**config.mk**
```make
export PLATFORM = sky130hd
export DESIGN_NAME = fdc_status_format
export DESIGN_NICKNAME = d
export VERILOG_FILES = /design/src/common/fdc_pkg.sv /design/src/common/byte_stream_if.sv /design/src/hw/fdc_status_format.sv /design/src/hw/byte_fifo.sv /design/src/hw/crc_ccitt.sv
export VERILOG_INCLUDE_DIRS = /design/src /design/src/common
export SDC_FILE = /design/constraint.sdc
export NUM_CORES = 1
export LEC_CHECK = 0
export BUFFER_PORTS_ARGS = -buffer_cell sky130_fd_sc_hd__buf_2
export CORE_MARGIN = 2
export CORE_UTILIZATION = 43
export DETAILED_ROUTE_END_ITERATION = 12
export SLEW_MARGIN = 0
export SYNTH_ARGS = -nofsm -noshare
export SYNTH_HDL_FRONTEND = slang
export SYNTH_SLANG_ARGS = --single-unit
```
**constraint.sdc**
```tcl
create_clock -name mclk -period 3.7 [get_ports mclk]
set_input_delay 0.185 -clock mclk [delete_from_list [all_inputs] [get_ports mclk]]
set_output_delay 0.185 -clock mclk [all_outputs]
set_load 0.02 [all_outputs]
```
**src/common/fdc_regs.svh**
```systemverilog
`ifndef FDC_REGS_SVH
`define FDC_REGS_SVH
// Status bit positions
`define ST_NOT_READY 7
`define ST_PROTECT 6
`define ST_HEAD_REC 5
`define ST_SEEK_MISS 4
`define ST_CRC 3
`define ST_TRK_LOST 2
`define ST_IDX_REQ 1
`define ST_BUSY 0
// Register addresses (a1,a0)
`define ADDR_STATUS 2'h0
`define ADDR_DATA 2'h3
// Format codes
`define CODE_CRC 8'hF7
`define CODE_PRESET 8'hF5
`define CODE_SYNC_C2 8'hF6
`define BYTE_A1 8'hA1
`define BYTE_C2 8'hC2
`define BYTE_ZERO 8'h00
`define CRC_PRESET 16'hFFFF
`define CRC_POLY 16'h1021
// Byte time: 32 us in MFM at 100 MHz, doubled in FM
`define BYTE_TIME_NS 32000
`define CLK_PERIOD_NS 10
`define BYTE_CYCLES (`BYTE_TIME_NS / `CLK_PERIOD_NS)
`define CNT_W 14
// Command type encodings in the command byte upper nibble
`define CMD_READ_ADDR 4'hC
`define CMD_READ_SEC_A 4'h8
`define CMD_READ_SEC_B 4'h9
`define CMD_WRITE_SEC_A 4'hA
`define CMD_WRITE_SEC_B 4'hB
`define CMD_READ_TRK 4'hE
`define CMD_WRITE_TRK 4'hF
`define CMD_FORCE 4'hD
`define FIFO_DEPTH 4
`endif

```
**src/common/fdc_pkg.sv**
```systemverilog
package fdc_pkg;
    typedef enum logic [2:0] {
        CT_POS = 3'h0,
        CT_RADDR = 3'h1,
        CT_RSEC = 3'h2,
        CT_RTRK = 3'h3,
        CT_WSEC = 3'h4,
        CT_WTRK = 3'h5
    } cmd_type_t;
    typedef enum logic [3:0] {
        S_IDLE = 4'h1,
        S_WAIT_IDX = 4'h2,
        S_RUN = 4'h4,
        S_CRC2 = 4'h8
    } fmt_state_t;
endpackage

```
**src/common/byte_stream_if.sv**
```systemverilog
`timescale 1ns/100ps
interface byte_stream_if;
    logic [7:0] data;
    logic valid;
    logic ready;
    modport src(output data, output valid, input ready);
    modport snk(input data, input valid, output ready);
endinterface

```
**src/hw/fdc_status_format.sv**
```systemverilog
`timescale 1ns/100ps
`include "fdc_regs.svh"
module fdc_status_format (
    input wire logic mclk, // 100 MHz clock
    input wire logic rst, // Synchronous reset, high
    input wire logic master_reset_n, // Device reset pin, low
    input wire logic cs_n, // Chip select, low
    input wire logic rd_strobe, // Register read strobe
    input wire logic wr_strobe, // Register write strobe
    input wire logic [1:0] reg_addr, // Register select
    input wire logic [7:0] data_in, // Host write data
    output logic [7:0] data_out, // Host read data
    input wire logic ready_in, // Drive ready, high
    input wire logic write_protect_in, // Write protect, low active
    input wire logic head_load_timing_in, // Head settled, high
    input wire logic track_zero_in, // Track zero, low active
    input wire logic index_pulse_in, // Index, low active
    input wire logic density_select_n, // Low selects MFM
    input wire logic seek_error_in, // Verify failure event
    input wire logic id_crc_error_in, // ID field CRC event
    input wire logic data_crc_error_in, // Data field CRC event
    input wire logic record_not_found, // Record search failed event
    input wire logic deleted_mark_in, // Deleted data mark seen
    input wire logic write_fault_in, // Drive write fault event
    input wire logic disk_byte_req, // Shifter wants next byte
    output logic [7:0] disk_byte, // Byte for serializer
    output logic disk_byte_valid, // Byte strobe, one cycle
    output logic missing_clock, // Byte carries a missing clock
    output logic write_gate, // Writing on the disk
    output logic head_load_out, // Head load
    output logic data_request, // Data register wants service
    output logic interrupt_request // Command done
);
    logic [1:0] sy_rdy, sy_wp, sy_tz, sy_ip, sy_den, sy_mr, sy_hlt;
    logic rdy_s, wp_s, tz_s, ip_s, mfm_s, mr_s, hlt_s;
    fdc_pkg::cmd_type_t ctype_ff, nxt_ctype;
    fdc_pkg::fmt_state_t st_ff, nxt_st;
    logic busy_ff, nxt_busy;
    logic [5:2] err_ff, nxt_err;
    logic drq_ff, nxt_drq;
    logic interrupt_request_ff, nxt_interrupt_request;
    logic hld_ff, nxt_hld;
    logic ip_d_ff, nxt_ip_d;
    logic [`CNT_W-1:0] tmr_ff, nxt_tmr;
    logic [7:0] dout_ff, nxt_dout;
    logic [7:0] byte_ff, nxt_byte;
    logic bval_ff, nxt_bval;
    logic mc_ff, nxt_mc;
    logic wg_ff, nxt_wg;
    logic [7:0] status;
    logic ip_edge, host_wr_data, host_wr_cmd, host_rd_status, host_rd_data;
    logic crc_preset, crc_feed;
    logic [15:0] crc_val;
    logic fifo_flush;
    byte_stream_if host_bs();
    byte_stream_if disk_bs();

    // Two-stage synchronisers for the drive, density and reset pins; only stage two is read
    always_ff @(posedge mclk) begin
        if (rst) begin
            sy_rdy <= 2'h0;
            sy_wp <= 2'h3;
            sy_tz <= 2'h3;
            sy_ip <= 2'h3;
            sy_den <= 2'h3;
            sy_mr <= 2'h0;
            sy_hlt <= 2'h0;
        end else begin
            sy_rdy <= {sy_rdy[0], ready_in};
            sy_wp <= {sy_wp[0], write_protect_in};
            sy_tz <= {sy_tz[0], track_zero_in};
            sy_ip <= {sy_ip[0], index_pulse_in};
            sy_den <= {sy_den[0], density_select_n};
            sy_mr <= {sy_mr[0], master_reset_n};
            sy_hlt <= {sy_hlt[0], head_load_timing_in};
        end
    end
    assign rdy_s = sy_rdy[1];
    assign wp_s = sy_wp[1];
    assign tz_s = sy_tz[1];
    assign ip_s = sy_ip[1];
    assign mfm_s = ~sy_den[1];
    assign mr_s = ~sy_mr[1];
    assign hlt_s = sy_hlt[1];

    // Host strobes decoded once
    assign host_wr_data = !cs_n && wr_strobe && reg_addr == `ADDR_DATA;
    assign host_wr_cmd = !cs_n && wr_strobe && reg_addr == `ADDR_STATUS;
    assign host_rd_status = !cs_n && rd_strobe && reg_addr == `ADDR_STATUS;
    assign host_rd_data = !cs_n && rd_strobe && reg_addr == `ADDR_DATA;
    assign ip_edge = ip_d_ff && !ip_s; // Falling index edge

    // Command nibble to type
    function automatic fdc_pkg::cmd_type_t decode_cmd(input logic [3:0] n);
        case (n)
            `CMD_READ_ADDR: decode_cmd = fdc_pkg::CT_RADDR;
            `CMD_READ_SEC_A, `CMD_READ_SEC_B: decode_cmd = fdc_pkg::CT_RSEC;
            `CMD_WRITE_SEC_A, `CMD_WRITE_SEC_B: decode_cmd = fdc_pkg::CT_WSEC;
            `CMD_READ_TRK: decode_cmd = fdc_pkg::CT_RTRK;
            `CMD_WRITE_TRK: decode_cmd = fdc_pkg::CT_WTRK;
            default: decode_cmd = fdc_pkg::CT_POS;
        endcase
    endfunction

    // Format bytes are buffered; FIFO ready stalls the host request
    byte_fifo #(.WIDTH(8), .DEPTH(`FIFO_DEPTH)) u_fifo (
        .mclk(mclk),
        .rst(rst),
        .flush(fifo_flush),
        .wr(host_bs.snk),
        .rd(disk_bs.src)
    );
    assign host_bs.data = data_in;
    assign host_bs.valid = host_wr_data && ctype_ff == fdc_pkg::CT_WTRK && busy_ff;
    assign fifo_flush = !busy_ff;
    assign disk_bs.ready = (st_ff == fdc_pkg::S_RUN) && disk_byte_req;

    crc_ccitt u_crc (
        .mclk(mclk),
        .rst(rst),
        .preset(crc_preset),
        .feed(crc_feed),
        .din(nxt_byte),
        .crc(crc_val)
    );

    // Status composition by command type; unused bits read zero
    always_comb begin
        status = 8'h00;
        status[`ST_NOT_READY] = !rdy_s || mr_s;
        status[`ST_BUSY] = busy_ff;
        case (ctype_ff)
            fdc_pkg::CT_POS: begin
                status[`ST_PROTECT] = !wp_s;
                status[`ST_HEAD_REC] = hld_ff && hlt_s;
                status[`ST_SEEK_MISS] = err_ff[4];
                status[`ST_CRC] = err_ff[3];
                status[`ST_TRK_LOST] = !tz_s;
                status[`ST_IDX_REQ] = !ip_s;
            end
            fdc_pkg::CT_RADDR, fdc_pkg::CT_RSEC, fdc_pkg::CT_WSEC: begin
                status[`ST_PROTECT] = ctype_ff == fdc_pkg::CT_WSEC && !wp_s;
                status[`ST_HEAD_REC] = ctype_ff != fdc_pkg::CT_RADDR && err_ff[5];
                status[`ST_SEEK_MISS] = err_ff[4];
                status[`ST_CRC] = err_ff[3];
                status[`ST_TRK_LOST] = err_ff[2];
                status[`ST_IDX_REQ] = drq_ff;
            end
            fdc_pkg::CT_RTRK, fdc_pkg::CT_WTRK: begin
                status[`ST_PROTECT] = ctype_ff == fdc_pkg::CT_WTRK && !wp_s;
                status[`ST_HEAD_REC] = ctype_ff == fdc_pkg::CT_WTRK && err_ff[5];
                status[`ST_TRK_LOST] = err_ff[2];
                status[`ST_IDX_REQ] = drq_ff;
            end
            default: status = 8'h00;
        endcase
    end

    // Command, error, request and write-track sequencing
    always_comb begin
        nxt_ctype = ctype_ff;
        nxt_st = st_ff;
        nxt_busy = busy_ff;
        nxt_err = err_ff;
        nxt_drq = drq_ff;
        nxt_interrupt_request = interrupt_request_ff;
        nxt_hld = hld_ff;
        nxt_ip_d = ip_s;
        nxt_tmr = tmr_ff;
        nxt_byte = byte_ff;
        nxt_bval = 1'b0;
        nxt_mc = mc_ff;
        nxt_wg = wg_ff;
        crc_preset = 1'b0;
        crc_feed = 1'b0;
        if (host_rd_status || host_wr_cmd) begin
            nxt_interrupt_request = 1'b0;
        end
        if (host_wr_data || host_rd_data) begin
            nxt_drq = 1'b0;
        end
        // Hardware-reported errors; the set wins over any clear above
        if (busy_ff) begin
            if (ctype_ff == fdc_pkg::CT_POS) begin
                nxt_err[4] = err_ff[4] | seek_error_in;
                nxt_err[3] = err_ff[3] | id_crc_error_in;
            end else if (ctype_ff != fdc_pkg::CT_RTRK && ctype_ff != fdc_pkg::CT_WTRK) begin
                nxt_err[4] = err_ff[4] | record_not_found;
                nxt_err[3] = err_ff[3] | id_crc_error_in | data_crc_error_in;
            end
            if (ctype_ff == fdc_pkg::CT_RSEC) begin
                nxt_err[5] = err_ff[5] | deleted_mark_in;
            end else if (ctype_ff == fdc_pkg::CT_WSEC || ctype_ff == fdc_pkg::CT_WTRK) begin
                nxt_err[5] = err_ff[5] | write_fault_in;
            end
        end
        // Data request service timer: one byte time, doubled in FM
        if (busy_ff && drq_ff && ctype_ff != fdc_pkg::CT_POS && !(host_wr_data || host_rd_data)) begin
            if (tmr_ff == '0) begin
                nxt_err[2] = 1'b1;
                nxt_tmr = mfm_s ? `CNT_W'(`BYTE_CYCLES) : `CNT_W'(2 * `BYTE_CYCLES);
            end else begin
                nxt_tmr = tmr_ff - 1'b1;
            end
        end else begin
            nxt_tmr = mfm_s ? `CNT_W'(`BYTE_CYCLES) : `CNT_W'(2 * `BYTE_CYCLES);
        end
        // Write track: request while the buffer has room
        if (ctype_ff == fdc_pkg::CT_WTRK && busy_ff && host_bs.ready && !host_wr_data) begin
            nxt_drq = 1'b1;
        end
        case (st_ff)
            fdc_pkg::S_IDLE: begin
                nxt_wg = 1'b0;
            end
            fdc_pkg::S_WAIT_IDX: begin
                if (ip_edge) begin
                    if (!disk_bs.valid) begin
                        // No first byte by the index: abort with lost data
                        nxt_err[2] = 1'b1;
                        nxt_busy = 1'b0;
                        nxt_interrupt_request = 1'b1;
                        nxt_drq = 1'b0;
                        nxt_st = fdc_pkg::S_IDLE;
                    end else begin
                        nxt_wg = 1'b1;
                        nxt_st = fdc_pkg::S_RUN;
                    end
                end
            end
            fdc_pkg::S_RUN: begin
                if (ip_edge) begin
                    // Next index ends the format; host filler is dropped
                    nxt_busy = 1'b0;
                    nxt_interrupt_request = 1'b1;
                    nxt_drq = 1'b0;
                    nxt_wg = 1'b0;
                    nxt_st = fdc_pkg::S_IDLE;
                end else if (disk_byte_req) begin
                    nxt_bval = 1'b1;
                    nxt_mc = 1'b0;
                    if (!disk_bs.valid) begin
                        nxt_byte = `BYTE_ZERO; // Underrun substitutes zero
                        crc_feed = 1'b1;
                    end else if (disk_bs.data == `CODE_CRC) begin
                        nxt_byte = crc_val[15:8];
                        nxt_st = fdc_pkg::S_CRC2;
                    end else if (mfm_s && disk_bs.data == `CODE_PRESET) begin
                        nxt_byte = `BYTE_A1;
                        nxt_mc = 1'b1;
                        crc_preset = 1'b1;
                    end else if (mfm_s && disk_bs.data == `CODE_SYNC_C2) begin
                        nxt_byte = `BYTE_C2;
                        nxt_mc = 1'b1;
                        crc_feed = 1'b1;
                    end else begin
                        nxt_byte = disk_bs.data;
                        crc_feed = 1'b1;
                    end
                end
            end
            fdc_pkg::S_CRC2: begin
                // Index during the second CRC byte must still end the format
                if (ip_edge) begin
                    nxt_busy = 1'b0;
                    nxt_interrupt_request = 1'b1;
                    nxt_drq = 1'b0;
                    nxt_wg = 1'b0;
                    nxt_st = fdc_pkg::S_IDLE;
                end else if (disk_byte_req) begin
                    nxt_bval = 1'b1;
                    nxt_mc = 1'b0;
                    nxt_byte = crc_val[7:0];
                    nxt_st = fdc_pkg::S_RUN;
                end
            end
            default: nxt_st = fdc_pkg::S_IDLE;
        endcase
        // New command: non-positioning commands refused when not ready, status recomputed
        if (host_wr_cmd && data_in[7:4] != `CMD_FORCE) begin
            nxt_ctype = decode_cmd(data_in[7:4]);
            nxt_err = 4'h0;
            nxt_drq = 1'b0;
            nxt_st = fdc_pkg::S_IDLE;
            if (decode_cmd(data_in[7:4]) != fdc_pkg::CT_POS && !rdy_s) begin
                nxt_busy = 1'b0;
                nxt_interrupt_request = 1'b1;
            end else if (decode_cmd(data_in[7:4]) == fdc_pkg::CT_WTRK && !wp_s) begin
                nxt_busy = 1'b0;
                nxt_interrupt_request = 1'b1;
            end else begin
                nxt_busy = 1'b1;
                nxt_hld = 1'b1;
                if (decode_cmd(data_in[7:4]) == fdc_pkg::CT_WTRK) begin
                    nxt_drq = 1'b1;
                    nxt_st = fdc_pkg::S_WAIT_IDX;
                end
            end
        end else if (host_wr_cmd) begin
            // Force interrupt stops the command; keeps type and error bits if busy, else clears them
            nxt_busy = 1'b0;
            nxt_drq = 1'b0;
            nxt_wg = 1'b0;
            nxt_st = fdc_pkg::S_IDLE;
            if (!busy_ff) begin
                nxt_ctype = fdc_pkg::CT_POS;
                nxt_err = 4'h0;
            end
        end
    end

    // Status or data register onto the read port
    always_comb begin
        nxt_dout = dout_ff;
        if (host_rd_status) begin
            nxt_dout = status;
        end else if (host_rd_data) begin
            nxt_dout = byte_ff;
        end
    end

    always_ff @(posedge mclk) begin
        if (rst || mr_s) begin
            ctype_ff <= fdc_pkg::CT_POS;
            st_ff <= fdc_pkg::S_IDLE;
            busy_ff <= 1'b0;
            err_ff <= 4'h0;
            drq_ff <= 1'b0;
            interrupt_request_ff <= 1'b0;
            hld_ff <= 1'b0;
            ip_d_ff <= 1'b1;
            tmr_ff <= '0;
            dout_ff <= rst ? 8'h00 : nxt_dout; // Status stays readable in master reset
            byte_ff <= 8'h00;
            bval_ff <= 1'b0;
            mc_ff <= 1'b0;
            wg_ff <= 1'b0;
        end else begin
            ctype_ff <= nxt_ctype;
            st_ff <= nxt_st;
            busy_ff <= nxt_busy;
            err_ff <= nxt_err;
            drq_ff <= nxt_drq;
            interrupt_request_ff <= nxt_interrupt_request;
            hld_ff <= nxt_hld;
            ip_d_ff <= nxt_ip_d;
            tmr_ff <= nxt_tmr;
            dout_ff <= nxt_dout;
            byte_ff <= nxt_byte;
            bval_ff <= nxt_bval;
            mc_ff <= nxt_mc;
            wg_ff <= nxt_wg;
        end
    end

    assign data_out = dout_ff;
    assign disk_byte = byte_ff;
    assign disk_byte_valid = bval_ff;
    assign missing_clock = mc_ff;
    assign write_gate = wg_ff;
    assign head_load_out = hld_ff;
    assign data_request = drq_ff;
    assign interrupt_request = interrupt_request_ff;
endmodule

```
**src/hw/byte_fifo.sv**
```systemverilog
`timescale 1ns/100ps
module byte_fifo #(
    parameter int WIDTH = 8,
    parameter int DEPTH = 4
) (
    input wire logic mclk, // Clock
    input wire logic rst, // Synchronous reset
    input wire logic flush, // Empty the buffer
    byte_stream_if.snk wr, // Filling side
    byte_stream_if.src rd // Draining side
);
    localparam int AW = $clog2(DEPTH);
    logic [WIDTH-1:0] mem_ff [DEPTH];
    logic [WIDTH-1:0] nxt_mem [DEPTH];
    logic [AW-1:0] wp_ff, rp_ff, nxt_wp, nxt_rp;
    logic [AW:0] cnt_ff, nxt_cnt;
    logic push, pop;

    // Honest full and empty from the occupancy count
    assign wr.ready = (cnt_ff != (AW+1)'(DEPTH));
    assign rd.valid = (cnt_ff != '0);
    assign rd.data = mem_ff[rp_ff];
    assign push = wr.valid && wr.ready;
    assign pop = rd.valid && rd.ready;

    // Pointer and storage update
    always_comb begin
        nxt_mem = mem_ff;
        nxt_wp = wp_ff;
        nxt_rp = rp_ff;
        nxt_cnt = cnt_ff;
        if (flush) begin
            nxt_wp = '0;
            nxt_rp = '0;
            nxt_cnt = '0;
        end else begin
            if (push) begin
                nxt_mem[wp_ff] = wr.data;
                nxt_wp = (wp_ff == AW'(DEPTH-1)) ? '0 : wp_ff + 1'b1;
            end
            if (pop) begin
                nxt_rp = (rp_ff == AW'(DEPTH-1)) ? '0 : rp_ff + 1'b1;
            end
            nxt_cnt = cnt_ff + (AW+1)'(push) - (AW+1)'(pop);
        end
    end

    always_ff @(posedge mclk) begin
        if (rst) begin
            wp_ff <= '0;
            rp_ff <= '0;
            cnt_ff <= '0;
        end else begin
            wp_ff <= nxt_wp;
            rp_ff <= nxt_rp;
            cnt_ff <= nxt_cnt;
        end
        mem_ff <= nxt_mem;
    end
endmodule

```
**src/hw/crc_ccitt.sv**
```systemverilog
`timescale 1ns/100ps
`include "fdc_regs.svh"
module crc_ccitt (
    input wire logic mclk, // Clock
    input wire logic rst, // Synchronous reset
    input wire logic preset, // Load all ones
    input wire logic feed, // Shift one byte in
    input wire logic [7:0] din, // Byte to shift
    output logic [15:0] crc // Running remainder
);
    logic [15:0] crc_ff, nxt_crc;

    // Bytewise update, MSB first, over x16+x12+x5+1
    function automatic logic [15:0] crc_byte(input logic [15:0] c, input logic [7:0] d);
        logic [15:0] r;
        r = c;
        for (int i = 7; i >= 0; i--) begin
            r = (r[15] ^ d[i]) ? ((r << 1) ^ `CRC_POLY) : (r << 1);
        end
        return r;
    endfunction

    always_comb begin
        nxt_crc = crc_ff;
        if (preset) begin
            nxt_crc = `CRC_PRESET;
        end else if (feed) begin
            nxt_crc = crc_byte(crc_ff, din);
        end
    end

    always_ff @(posedge mclk) begin
        if (rst) begin
            crc_ff <= `CRC_PRESET;
        end else begin
            crc_ff <= nxt_crc;
        end
    end

    assign crc = crc_ff;
endmodule

```
# Word-level counts from Yosys, hierarchy flattened
# Index checks and enable logic that the tools add are counted.
[totals]
output_inout_bits = 22
inputBits = 29
reg_bits = 118
[op_classes]
magnitude_cmp = 3
n_addsub = 5
reduce_logical = 69
eq_ne = 42
bitwise_logic = 30
muxes = 128
[op_table]
columns = ["op", "count"]
rows = [
  ["$mux 8", 15],
  ["$mux 13", 9],
  ["$mux 1", 59],
  ["$mux 4", 11],
  ["$mux 3", 11],
  ["$bwmux 32", 1],
  ["$eq 4x4->1 const B", 8],
  ["$logic_and 1x1->1", 30],
  ["$mux 14", 2],
  ["$eq 8x8->1 const B", 3],
  ["$not 3->3", 8],
  ["$bmux 8 s2", 1],
  ["$demux 8 s2", 1],
  ["$mux 2", 8],
  ["$pmux 4 s4", 1],
  ["$pmux 8 s2", 1],
  ["$pmux 3 s5", 1],
  ["$logic_not 14->1", 1],
  ["$reduce_or 2->1", 7],
  ["$sub 14x1->14 const B", 1],
  ["$eq 3x3->1 const B", 4],
  ["$ne 4x4->1 const B", 3],
  ["$ne 5x4->1 const B", 2],
  ["$ne 3x3->1 const B", 3],
  ["42 further kinds", 86],
]

# Depth between registers and ports, before layout
# Gate-level depths: netlist (run 1).
[logic_depth]
depth_word = 29
depth_mapped = 12

# Hierarchy
# From an unflattened synthesis (run 1), not the netlist that was laid out.
[hier_totals]
cells_unflattened = 533
area_unflattened_um2 = 5669.2
[by_module_without_submodules]
columns = ["module", "cells_per_inst", "instances", "seq_area_each_um2", "area_each_um2"]
rows = [
  ["fdc_status_format", 364, 1, 1261.2, 3148.0],
  ["byte_fifo", 90, 1, 1101.1, 1600.3],
  ["crc_ccitt", 79, 1, 320.3, 920.9],
]

# Least setup slack after synthesis (run 1)
# Ideal clock, no wire load.
[synth_path]
kind = "reg-to-reg"
startpoint = "reg u_fifo.rp_ff[0]"
endpoint = "reg u_crc.crc_ff[14], in the netlist u_crc.crc[14]"
setup_slack_ns = 1.044
setup_time_ns = 0.063
period_less_slack_ns = 2.656
path_buffers = 1
path_stages_with_launch = 10
arrival_time_ns = 2.593
path_cell_list = "dfxtp_1 -> buf_6 -> mux4_2 -> nand3b_1 -> or4b_1 -> a31oi_1 -> xnor2_1 -> xnor2_1 -> or3_1 -> nand3_1"
[synth_via]
elab_chain_len = 17
elab_cells_between_ends = 33
[synth_lines]
columns = ["item", "line_no", "text"]
rows = [
  ["from (decl)", "byte_fifo.sv:15", "logic [AW-1:0] wp_ff, rp_ff, nxt_wp, nxt_rp;"],
  ["from (signal assigned)", "byte_fifo.sv:55", "rp_ff <= nxt_rp;"],
  ["$not 2->3 (implied by the code) *", "byte_fifo.sv:22", "assign rd.data = mem_ff[rp_ff];"],
  ["$bmux 8 s2 *", "byte_fifo.sv:22", ""],
  ["$mux 8 (implied by the code) * (2 in a row)", "byte_fifo.sv:22", ""],
  ["$eq 8x8->1 (no source line)", "n/a", ""],
  ["$logic_and 1x1->1 (no source line)", "n/a", ""],
  ["$mux 8", "fdc_status_format.sv:252", "end else if (mfm_s && disk_bs.data == `CODE_SYNC_C2) begin"],
  ["$mux 8", "fdc_status_format.sv:248", "end else if (mfm_s && disk_bs.data == `CODE_PRESET) begin"],
  ["$mux 8", "fdc_status_format.sv:245", "end else if (disk_bs.data == `CODE_CRC) begin"],
  ["$mux 8", "fdc_status_format.sv:242", "if (!disk_bs.valid) begin"],
  ["$mux 8", "fdc_status_format.sv:239", "end else if (disk_byte_req) begin"],
  ["$mux 8", "fdc_status_format.sv:232", "if (ip_edge) begin"],
  ["$pmux 8 s2", "fdc_status_format.sv:212", "case (st_ff)"],
  ["$xor 1x1->1", "crc_ccitt.sv:18", "r = (r[15] ^ d[i]) ? ((r << 1) ^ `CRC_POLY) : (r << 1);"],
  ["$mux 13", "crc_ccitt.sv:18", ""],
  ["$xor 1x1->1", "crc_ccitt.sv:18", ""],
  ["$mux 13", "crc_ccitt.sv:18", ""],
  ["to (signal assigned)", "crc_ccitt.sv:34", "crc_ff <= `CRC_PRESET;"],
  ["to (signal assigned)", "crc_ccitt.sv:36", "crc_ff <= nxt_crc;"],
  ["to (decl)", "crc_ccitt.sv:11", "logic [15:0] crc_ff, nxt_crc;"],
]
# Every way passes the cells marked *; elsewhere a longest branch is shown, timed or not. The select of a mux whose other input is x is not followed.
# A chain may end at the register's enable or synchronous reset.

# Worst setup path in the final report (run 1)
[layout_path]
startpoint = "reg u_fifo.rp_ff[1]"
endpoint = "reg u_crc.crc_ff[7], in the netlist u_crc.crc[7]"
[layout_via]
elab_chain_len = 23
elab_cells_between_ends = 41
[layout_lines]
columns = ["item", "line_no"]
rows = [
  ["$not 2->3 (implied by the code) *", "byte_fifo.sv:22"],
  ["$bmux 8 s2 *", "byte_fifo.sv:22"],
  ["$mux 8 (implied by the code) * (2 in a row)", "byte_fifo.sv:22"],
  ["$eq 8x8->1 (no source line)", "n/a"],
  ["$logic_and 1x1->1 (no source line)", "n/a"],
  ["$mux 8", "fdc_status_format.sv:252"],
  ["$mux 8", "fdc_status_format.sv:248"],
  ["$mux 8", "fdc_status_format.sv:245"],
  ["$mux 8", "fdc_status_format.sv:242"],
  ["$mux 8", "fdc_status_format.sv:239"],
  ["$mux 8", "fdc_status_format.sv:232"],
  ["$pmux 8 s2", "fdc_status_format.sv:212"],
  ["$xor 1x1->1", "crc_ccitt.sv:18"],
  ["$mux 13 (5 in a row)", "crc_ccitt.sv:18"],
  ["$not 3->3 (no source line)", "n/a"],
  ["$mux 13 (3 in a row)", "crc_ccitt.sv:18"],
]
# Marks and branches as above.

==> summary.txt, run 1 <==
Pwr
  • Leakage: 2.63 nW
  • P_int: 0.00241 W
  • VDD IR max: 333 uV
  • Part of the power in registers: 44.2%
  • Clock power share: 52.8%
  • PwrDens: 441 nW/um2
  • Combinational group share of total power: 3.0%
  • NetSw: 0.000625 W
  • Switching share of power: 20.6%

Drt
  • Via density: 5.63
  • Initial DRT Pass Iterations: 5
  • DRT Wirelength: 14800 um
  • DRT antenna net count: 0
  • Drt initial violations: 357
  • DRC: 0
  • Total vias in the final route: 4761
  • WL per Instance: 17.5 um

Critical path
  • CP Max Fanout: 13
  • CP Launch Type: flip-flop
  • Critical path class: reg -> reg
  • Req. time, crit path: 4.00 ns
  • CP Capture Type: flip-flop
  • Critical path data arrival time: 3.18 ns

Final layout
  • Fill cell count: 1263
  • Core Util, Final: 52.1%
  • Antenna Cells: 0
  • Share of cells above drive strength 1: 17.9%
  • Nets: 696
  • P&R area growth vs syn: 18.5%

Placed design
  • DP HPWL: 10600 um
  • Placer Congestion: 0.880
  • I/O Buffers: 50

Logic synthesis
  • Warnings from Yosys: 0
  • Yosys top cell area share: 29.6%
  • Cell area after synthesis: 5820 um2
  • Post-synthesis async set-or-reset flop share: 0%
  • Synth cell types: 66
  • Synth Flop Type: dfxtp_1
  • Synth Register Bits: 118
  • Area contributors post-synth: dfxtp_1 30%, edfxtp_1 17%, nor2_1 4.6%, xnor2_1 3.9%, nand2_1 3.5%
  • Cells after synthesis: 598
  • Post-synth EDFFs: 32
  • Most frequent cells after synthesis: 86 x dfxtp_1, 71 x nor2_1, 54 x nand2_1, 32 x edfxtp_1, 29 x a21oi_1
  • Register area share after synthesis: 46.1%
  • Mapped Avg Cell Area: 9.74 um2
  • Cell taking the most area after synthesis: dfxtp_1
  • Syn_nets: 636
  • Most common cell in the synthesized netlist: dfxtp_1

STA
  • Crit share post-route: 77.7%
  • Hold WS: 0.0731 ns
  • RSZ-0062 raised after global routing: false
  • Fin. Hold Viols: 0
  • Max Freq: 348 MHz
  • Slew margin rel.: 38.5%
  • Worst Clk Skew: 0.00806 ns
  • Pins over their slew limit: 0
  • Setup_tns: 0 ns
  • Slew @ Worst Pin: 0.916 ns
  • Tmin final: 2.87 ns
  • Final setup viols: 0

GRT
  • Largest net degree at the start of global routing: 28
  • First-pass GRT wire length: 23900 um
  • GRT Overall Usage: 21.4%
  • Overflow left after global routing: 0
  • Initial antenna violation count: 0
  • Number of global-route vias before repair: 4655

Floorplan
  • # IOs: 51
  • Row cnt: 42
  • Core Area: 13200 um2
  • Die Wd: 120 um
  • Die area: 14500 um2
  • Die height: 120 um
  • Initial core utilization: 44.0%

Hold path
  • HP Class: in -> reg

Clock network
  • Post_cts resized: 0
  • Root Buffer: clkbuf_16
  • Clk_lat worst skew: 0.43 ns
  • TritonCTS clock tree: done
  • CTS clk-pin slew, worst paths: 0.05 ns
  • CTS H-tree depth: 4
  • CTS max path bufs: 2
  • Clock sinks: 118
  • CTS buffer count: 17

Status
  • Run status: finished, final reports clean

Flow run
  • Max cap viols: 0
## layout make-up
cell class | count | area (um2) | share of cell area [%]
Timing Repair Buffer | 69 | 420 | 6.09
Multi-Input combinational cell | 436 | 2940 | 42.6
Inverter | 16 | 60.1 | 0.871
Sequential cell | 118 | 2680 | 38.9
Tap cell | 176 | 220 | 3.19
Clock buffer | 23 | 479 | 6.95
Clock inverter | 8 | 98.8 | 1.43
## path summary, 6_finish.rpt
kind / startpoint / endpoint / slack (ns) / depth (start not counted)
max: u_fifo.rp_ff[1] / u_crc.crc[7] / 0.83 / 8
min: data_in[7] / u_fifo.mem_ff[31] / 0.07 / 1
max reg2reg: u_fifo.rp_ff[1] / u_crc.crc[7] / 0.83 / 8
min reg2reg: sy_tz[0] / sy_tz[1] / 0.41 / 1
## sequential cells by signal, indices dropped and copies added (netlist names), 3 cells and up
| name | flops |
|---|---|
| tmr_ff | 14 |
| ctype_ff | 3 |
| u_fifo.mem_ff | 32 |
| u_fifo.cnt_ff | 3 |
| data_out | 8 |
| st_ff | 4 |
| err_ff | 4 |
| u_crc.crc | 16 |
| disk_byte | 8 |
## power groups by stage
| stage | combinational (W) | sequential [W] | clock (W) |
|---|---|---|---|
| 6_report | 0.0000924 | 0.00134 | 0.00160 |
| 3_5_place_dp | 0.0000831 | 0.00137 | 0 |
| 2_1_floorplan | 0.0000426 | 0.00137 | 0 |
| 5_1_grt | 0.000102 | 0.00134 | 0.00169 |
| 3_3_place_gp | 0.0000816 | 0.00137 | 0 |
| 4_1_cts | 0.0000921 | 0.00134 | 0.00163 |
## per-stage QoR
| step | power [W] | worst slack, ns | cells | cell area (um2) |
|---|---|---|---|---|
| CTS | 0.00306 | 0.829 | 846 | 6900 |
| detailed placement | 0.00145 | 0.836 | 804 | 6210 |
| global placement | 0.00145 | 0.849 | 804 | 6210 |
| global route | 0.00313 | 0.609 | 846 | 6900 |
| floorplan | 0.00141 | 1.04 | 598 | 5820 |
| finish | 0.00304 | 0.825 | 846 | 6900 |
## layer usage
metal / track usage (%) / vias up / routed length (um)
met1: 27.9 / 2267 / 6650
met3: 5.61 / 36 / 870
met5: 0 / - / 0
li1: - / 2305 / -
met2: 33.5 / 153 / 6810
met4: 9.38 / 0 / 445
## critical path: stages, from the launching register on
cell and delay, ns:
dfxtp_1 0.66, mux4_2 0.39, nand4_4 0.16, or4_4 0.61
and4_4 0.21, a211oi_4 0.28, xnor2_1 0.21, xnor2_1 0.15
o211ai_1 0.09
## cell usage in the layout, fill, tap and decap left out, drive strengths merged, types with 8 or more instances in the layout
cell         instances
ha                   8
dfxtp               86
o21ai               27
nor2                71
xor2                11
nor2b               13
nand4                9
edfxtp              32
nand3               13
or2                  9
clkbuf              23
nor3                16
o211ai              14
a211oi              11
dlygate4sd3         11
inv                 16
and2                 8
buf                 58
a21oi               29
mux2i                9
xnor2               27
mux4                 9
nand2               54
## repair_timing
item | 4_1_cts | 5_1_grt
endpoints found under the hold margin | 23 | 0
hold buffers | 11 | 0
setup buffers | 0 | 0
## cell families after synthesis
| kind of cell | after synthesis | synth area share [%] |
|---|---|---|
| flops | 118 | 46.1 |
| simple gates | 234 | 20.6 |
| xor+xnor | 38 | 5.97 |
| buf+inv | 44 | 3.50 |
| compound gates | 131 | 15.5 |
| fa+ha+maj | 9 | 2.06 |
| mux | 24 | 6.25 |
Power figures use the tool's default switching activity.
==> inputs of run 2 (changes only) <==
Clock period 3.7 ns to 3 ns, I/O delays scaled along.
==> run 2 against run 1 <==
Against the previous run:
- design area increased by 0.89%
- hold slack worse by 0.045 ns
- first-iteration DRC count is 31% higher
- clock power rose by 18%
- die area unchanged
- maximum frequency grew 2.0%
- critical path type unchanged
- largest cell class unchanged
==> summary.txt, run 2 (same netlist as run 1, synthesis figures left out) <==
Pwr
  • Leakage: 2.68 nW
  • PwrDens: 526 nW/um2
  • VDD IR max: 501 uV

GRT
  • Number of global-route vias before repair: 4619
  • GRT Overall Usage: 21.3%
  • Initial antenna violation count: 0
  • First-pass GRT wire length: 23700 um
  • Overflow left after global routing: 0
  • Largest net degree at the start of global routing: 28

STA
  • Slew margin rel.: 40.1%
  • Slew @ Worst Pin: 0.891 ns
  • RSZ-0062 raised after global routing: false
  • Worst Clk Skew: 0.0163 ns
  • Final setup viols: 0
  • Setup ws final: 0.180 ns
  • Fin. Hold Viols: 0
  • Pins over their slew limit: 0
  • Crit share post-route: 94.0%
  • Max Freq: 355 MHz
  • Hold WS: 0.0276 ns
  • Setup_tns: 0 ns
  • Tmin final: 2.82 ns

Drt
  • WL per Instance: 17.1 um
  • Total vias in the final route: 4836
  • DRC: 0
  • Initial DRT Pass Iterations: 5
  • DRT Wirelength: 14700 um
  • DRT antenna net count: 0
  • Via density: 5.64
  • Drt initial violations: 468

Placed design
  • Dpl cells: 814
  • DP HPWL: 10700 um
  • Setup WS pre-CTS: 0.132 ns
  • Placed Area: 6280 um2
  • Placer Congestion: 0.952
  • I/O Buffers: 50

Critical path
  • Reg2Reg Depth: 8
  • CP Launch Type: flip-flop
  • Req. time, crit path: 3.29 ns
  • Critical path data arrival time: 3.11 ns
  • R2R Path Start: st_ff[0]
  • CP startpoint: st_ff[0]
  • CP Capture Type: flip-flop
  • R2r setup slk: 0.18 ns
  • CP Max Fanout: 10
  • Critical path class: reg -> reg
  • RR Endpoint: u_crc.crc[5]
  • Critical Path Sink: u_crc.crc[5]

Floorplan
  • Die area: 14500 um2
  • Initial core utilization: 44.0%
  • Row cnt: 42
  • Die Wd: 120 um
  • Die height: 120 um
  • Core Area: 13200 um2
  • # IOs: 51

Clock network
  • Root Buffer: clkbuf_16
  • TritonCTS clock tree: done
  • Clock sinks: 118
  • # Post-CTS Setup Buffers: 0
  • Clk_lat worst skew: 0.43 ns
  • CTS max path bufs: 2
  • CTS clk-pin slew, worst paths: 0.06 ns
  • CTS buffer count: 17
  • CTS H-tree depth: 4

Final layout
  • Share of cells above drive strength 1: 19.8%
  • Final instance area: 6960 um2
  • Final Non-Filler Cells: 857
  • P&R area growth vs syn: 19.5%
  • Reg with most FFs: u_fifo.mem_ff
  • Commonest non-fill, non-tap cells in the layout: 86 x dfxtp_1, 71 x nor2_1, 53 x nand2_1
  • Most common cell after layout, fill and taps aside: dfxtp_1
  • Number of flip-flops in the largest register: 32
  • Antenna Cells: 0
  • Nets: 706

Hold path
  • HP Class: in -> reg

Status
  • Run status: finished, final reports clean

Flow run
  • Max cap viols: 0
-- run 2: cell types whose count changed in the layout (fill, tap and decap cells not counted) --
cell / previous run / this run
nand2_1: 54 / 53
clkbuf_16: 18 / 17
buf_4: 8 / 18
inv_6: 0 / 3
clkbuf_8: 1 / 0
nand2_2: 0 / 1
xnor2_1: 26 / 25
clkinv_4: 1 / 4
xnor2_2: 1 / 2
clkbuf_1: 4 / 0
bufinv_16: 2 / 1
clkinv_1: 0 / 2
-- run 2: final cells by class --
cell class	count	area, um2
Clock inverter	15	129
Clock buffer	17	425
Tap cell	176	220
Fill cell	1254	6280
Timing Repair Buffer	79	495
Multi-Input combinational cell	436	2950
Inverter	16	60.1
Sequential cell	118	2680
-- run 2: metrics by stage --
step                      utilization, %  total power (W)
final                               52.6          0.00366
after detailed placement            47.5          0.00179
after global routing                52.6          0.00378
after global placement              47.5          0.00179
after floorplan                        -          0.00174
after CTS                           52.5          0.00369
-- run 2: where the power goes --
group / internal [W] / total, W / switching, W
Sequential: 0.00165 / 0.00165 / 0.00000640
Clock: 0.00114 / 0.00189 / 0.000757
Combinational: 0.0000492 / 0.000117 / 0.0000679
Total: 0.00283 / 0.00366 / 0.000832
-- run 2: critical path, cell delays in order (launching register included) --
cell and delay (ns):
dfxtp_1 0.41, or4b_4 0.65, nor4_4 0.39, o211ai_1 0.19, o221ai_2 0.29, xor2_2 0.29, xnor2_2 0.20, xor2_1 0.18
o211ai_1 0.10
-- run 2: what timing repair did --
action | CTS | global route
endpoints found under the setup margin | 0 | 3
hold buffers | 11 | 0
resized for setup | 0 | 2
hold endpoints to repair | 23 | 0
-- run 2: how the worst min path moves through the flow --
| stage | start | endpoint | slack, ns | cells after the start |
|---|---|---|---|---|
| global placement | write_protect_in | sy_wp[0] | 0.33 | 2 |
| detailed placement | write_protect_in | sy_wp[0] | 0.34 | 2 |
| global route | data_in[4] | u_fifo.mem_ff[28] | 0.03 | 1 |
| finish | data_in[4] | u_fifo.mem_ff[20] | 0.03 | 1 |
| CTS | data_in[4] | u_fifo.mem_ff[28] | 0.02 | 1 |
| floorplan | data_in[0] | u_fifo.mem_ff[0] | 0.25 | 0 |
-- run 2: per-layer routing --
layer / vias to the layer above / share of wire (%) / wire [um] / GRT usage [%]
li1: 2330 / - / - / -
met4: 0 / 2.2 / 324 / 8.28
met1: 2296 / 45 / 6670 / 28.5
met5: - / 0 / 0 / 0
met3: 31 / 6.0 / 880 / 5.57
met2: 179 / 46 / 6810 / 33.0
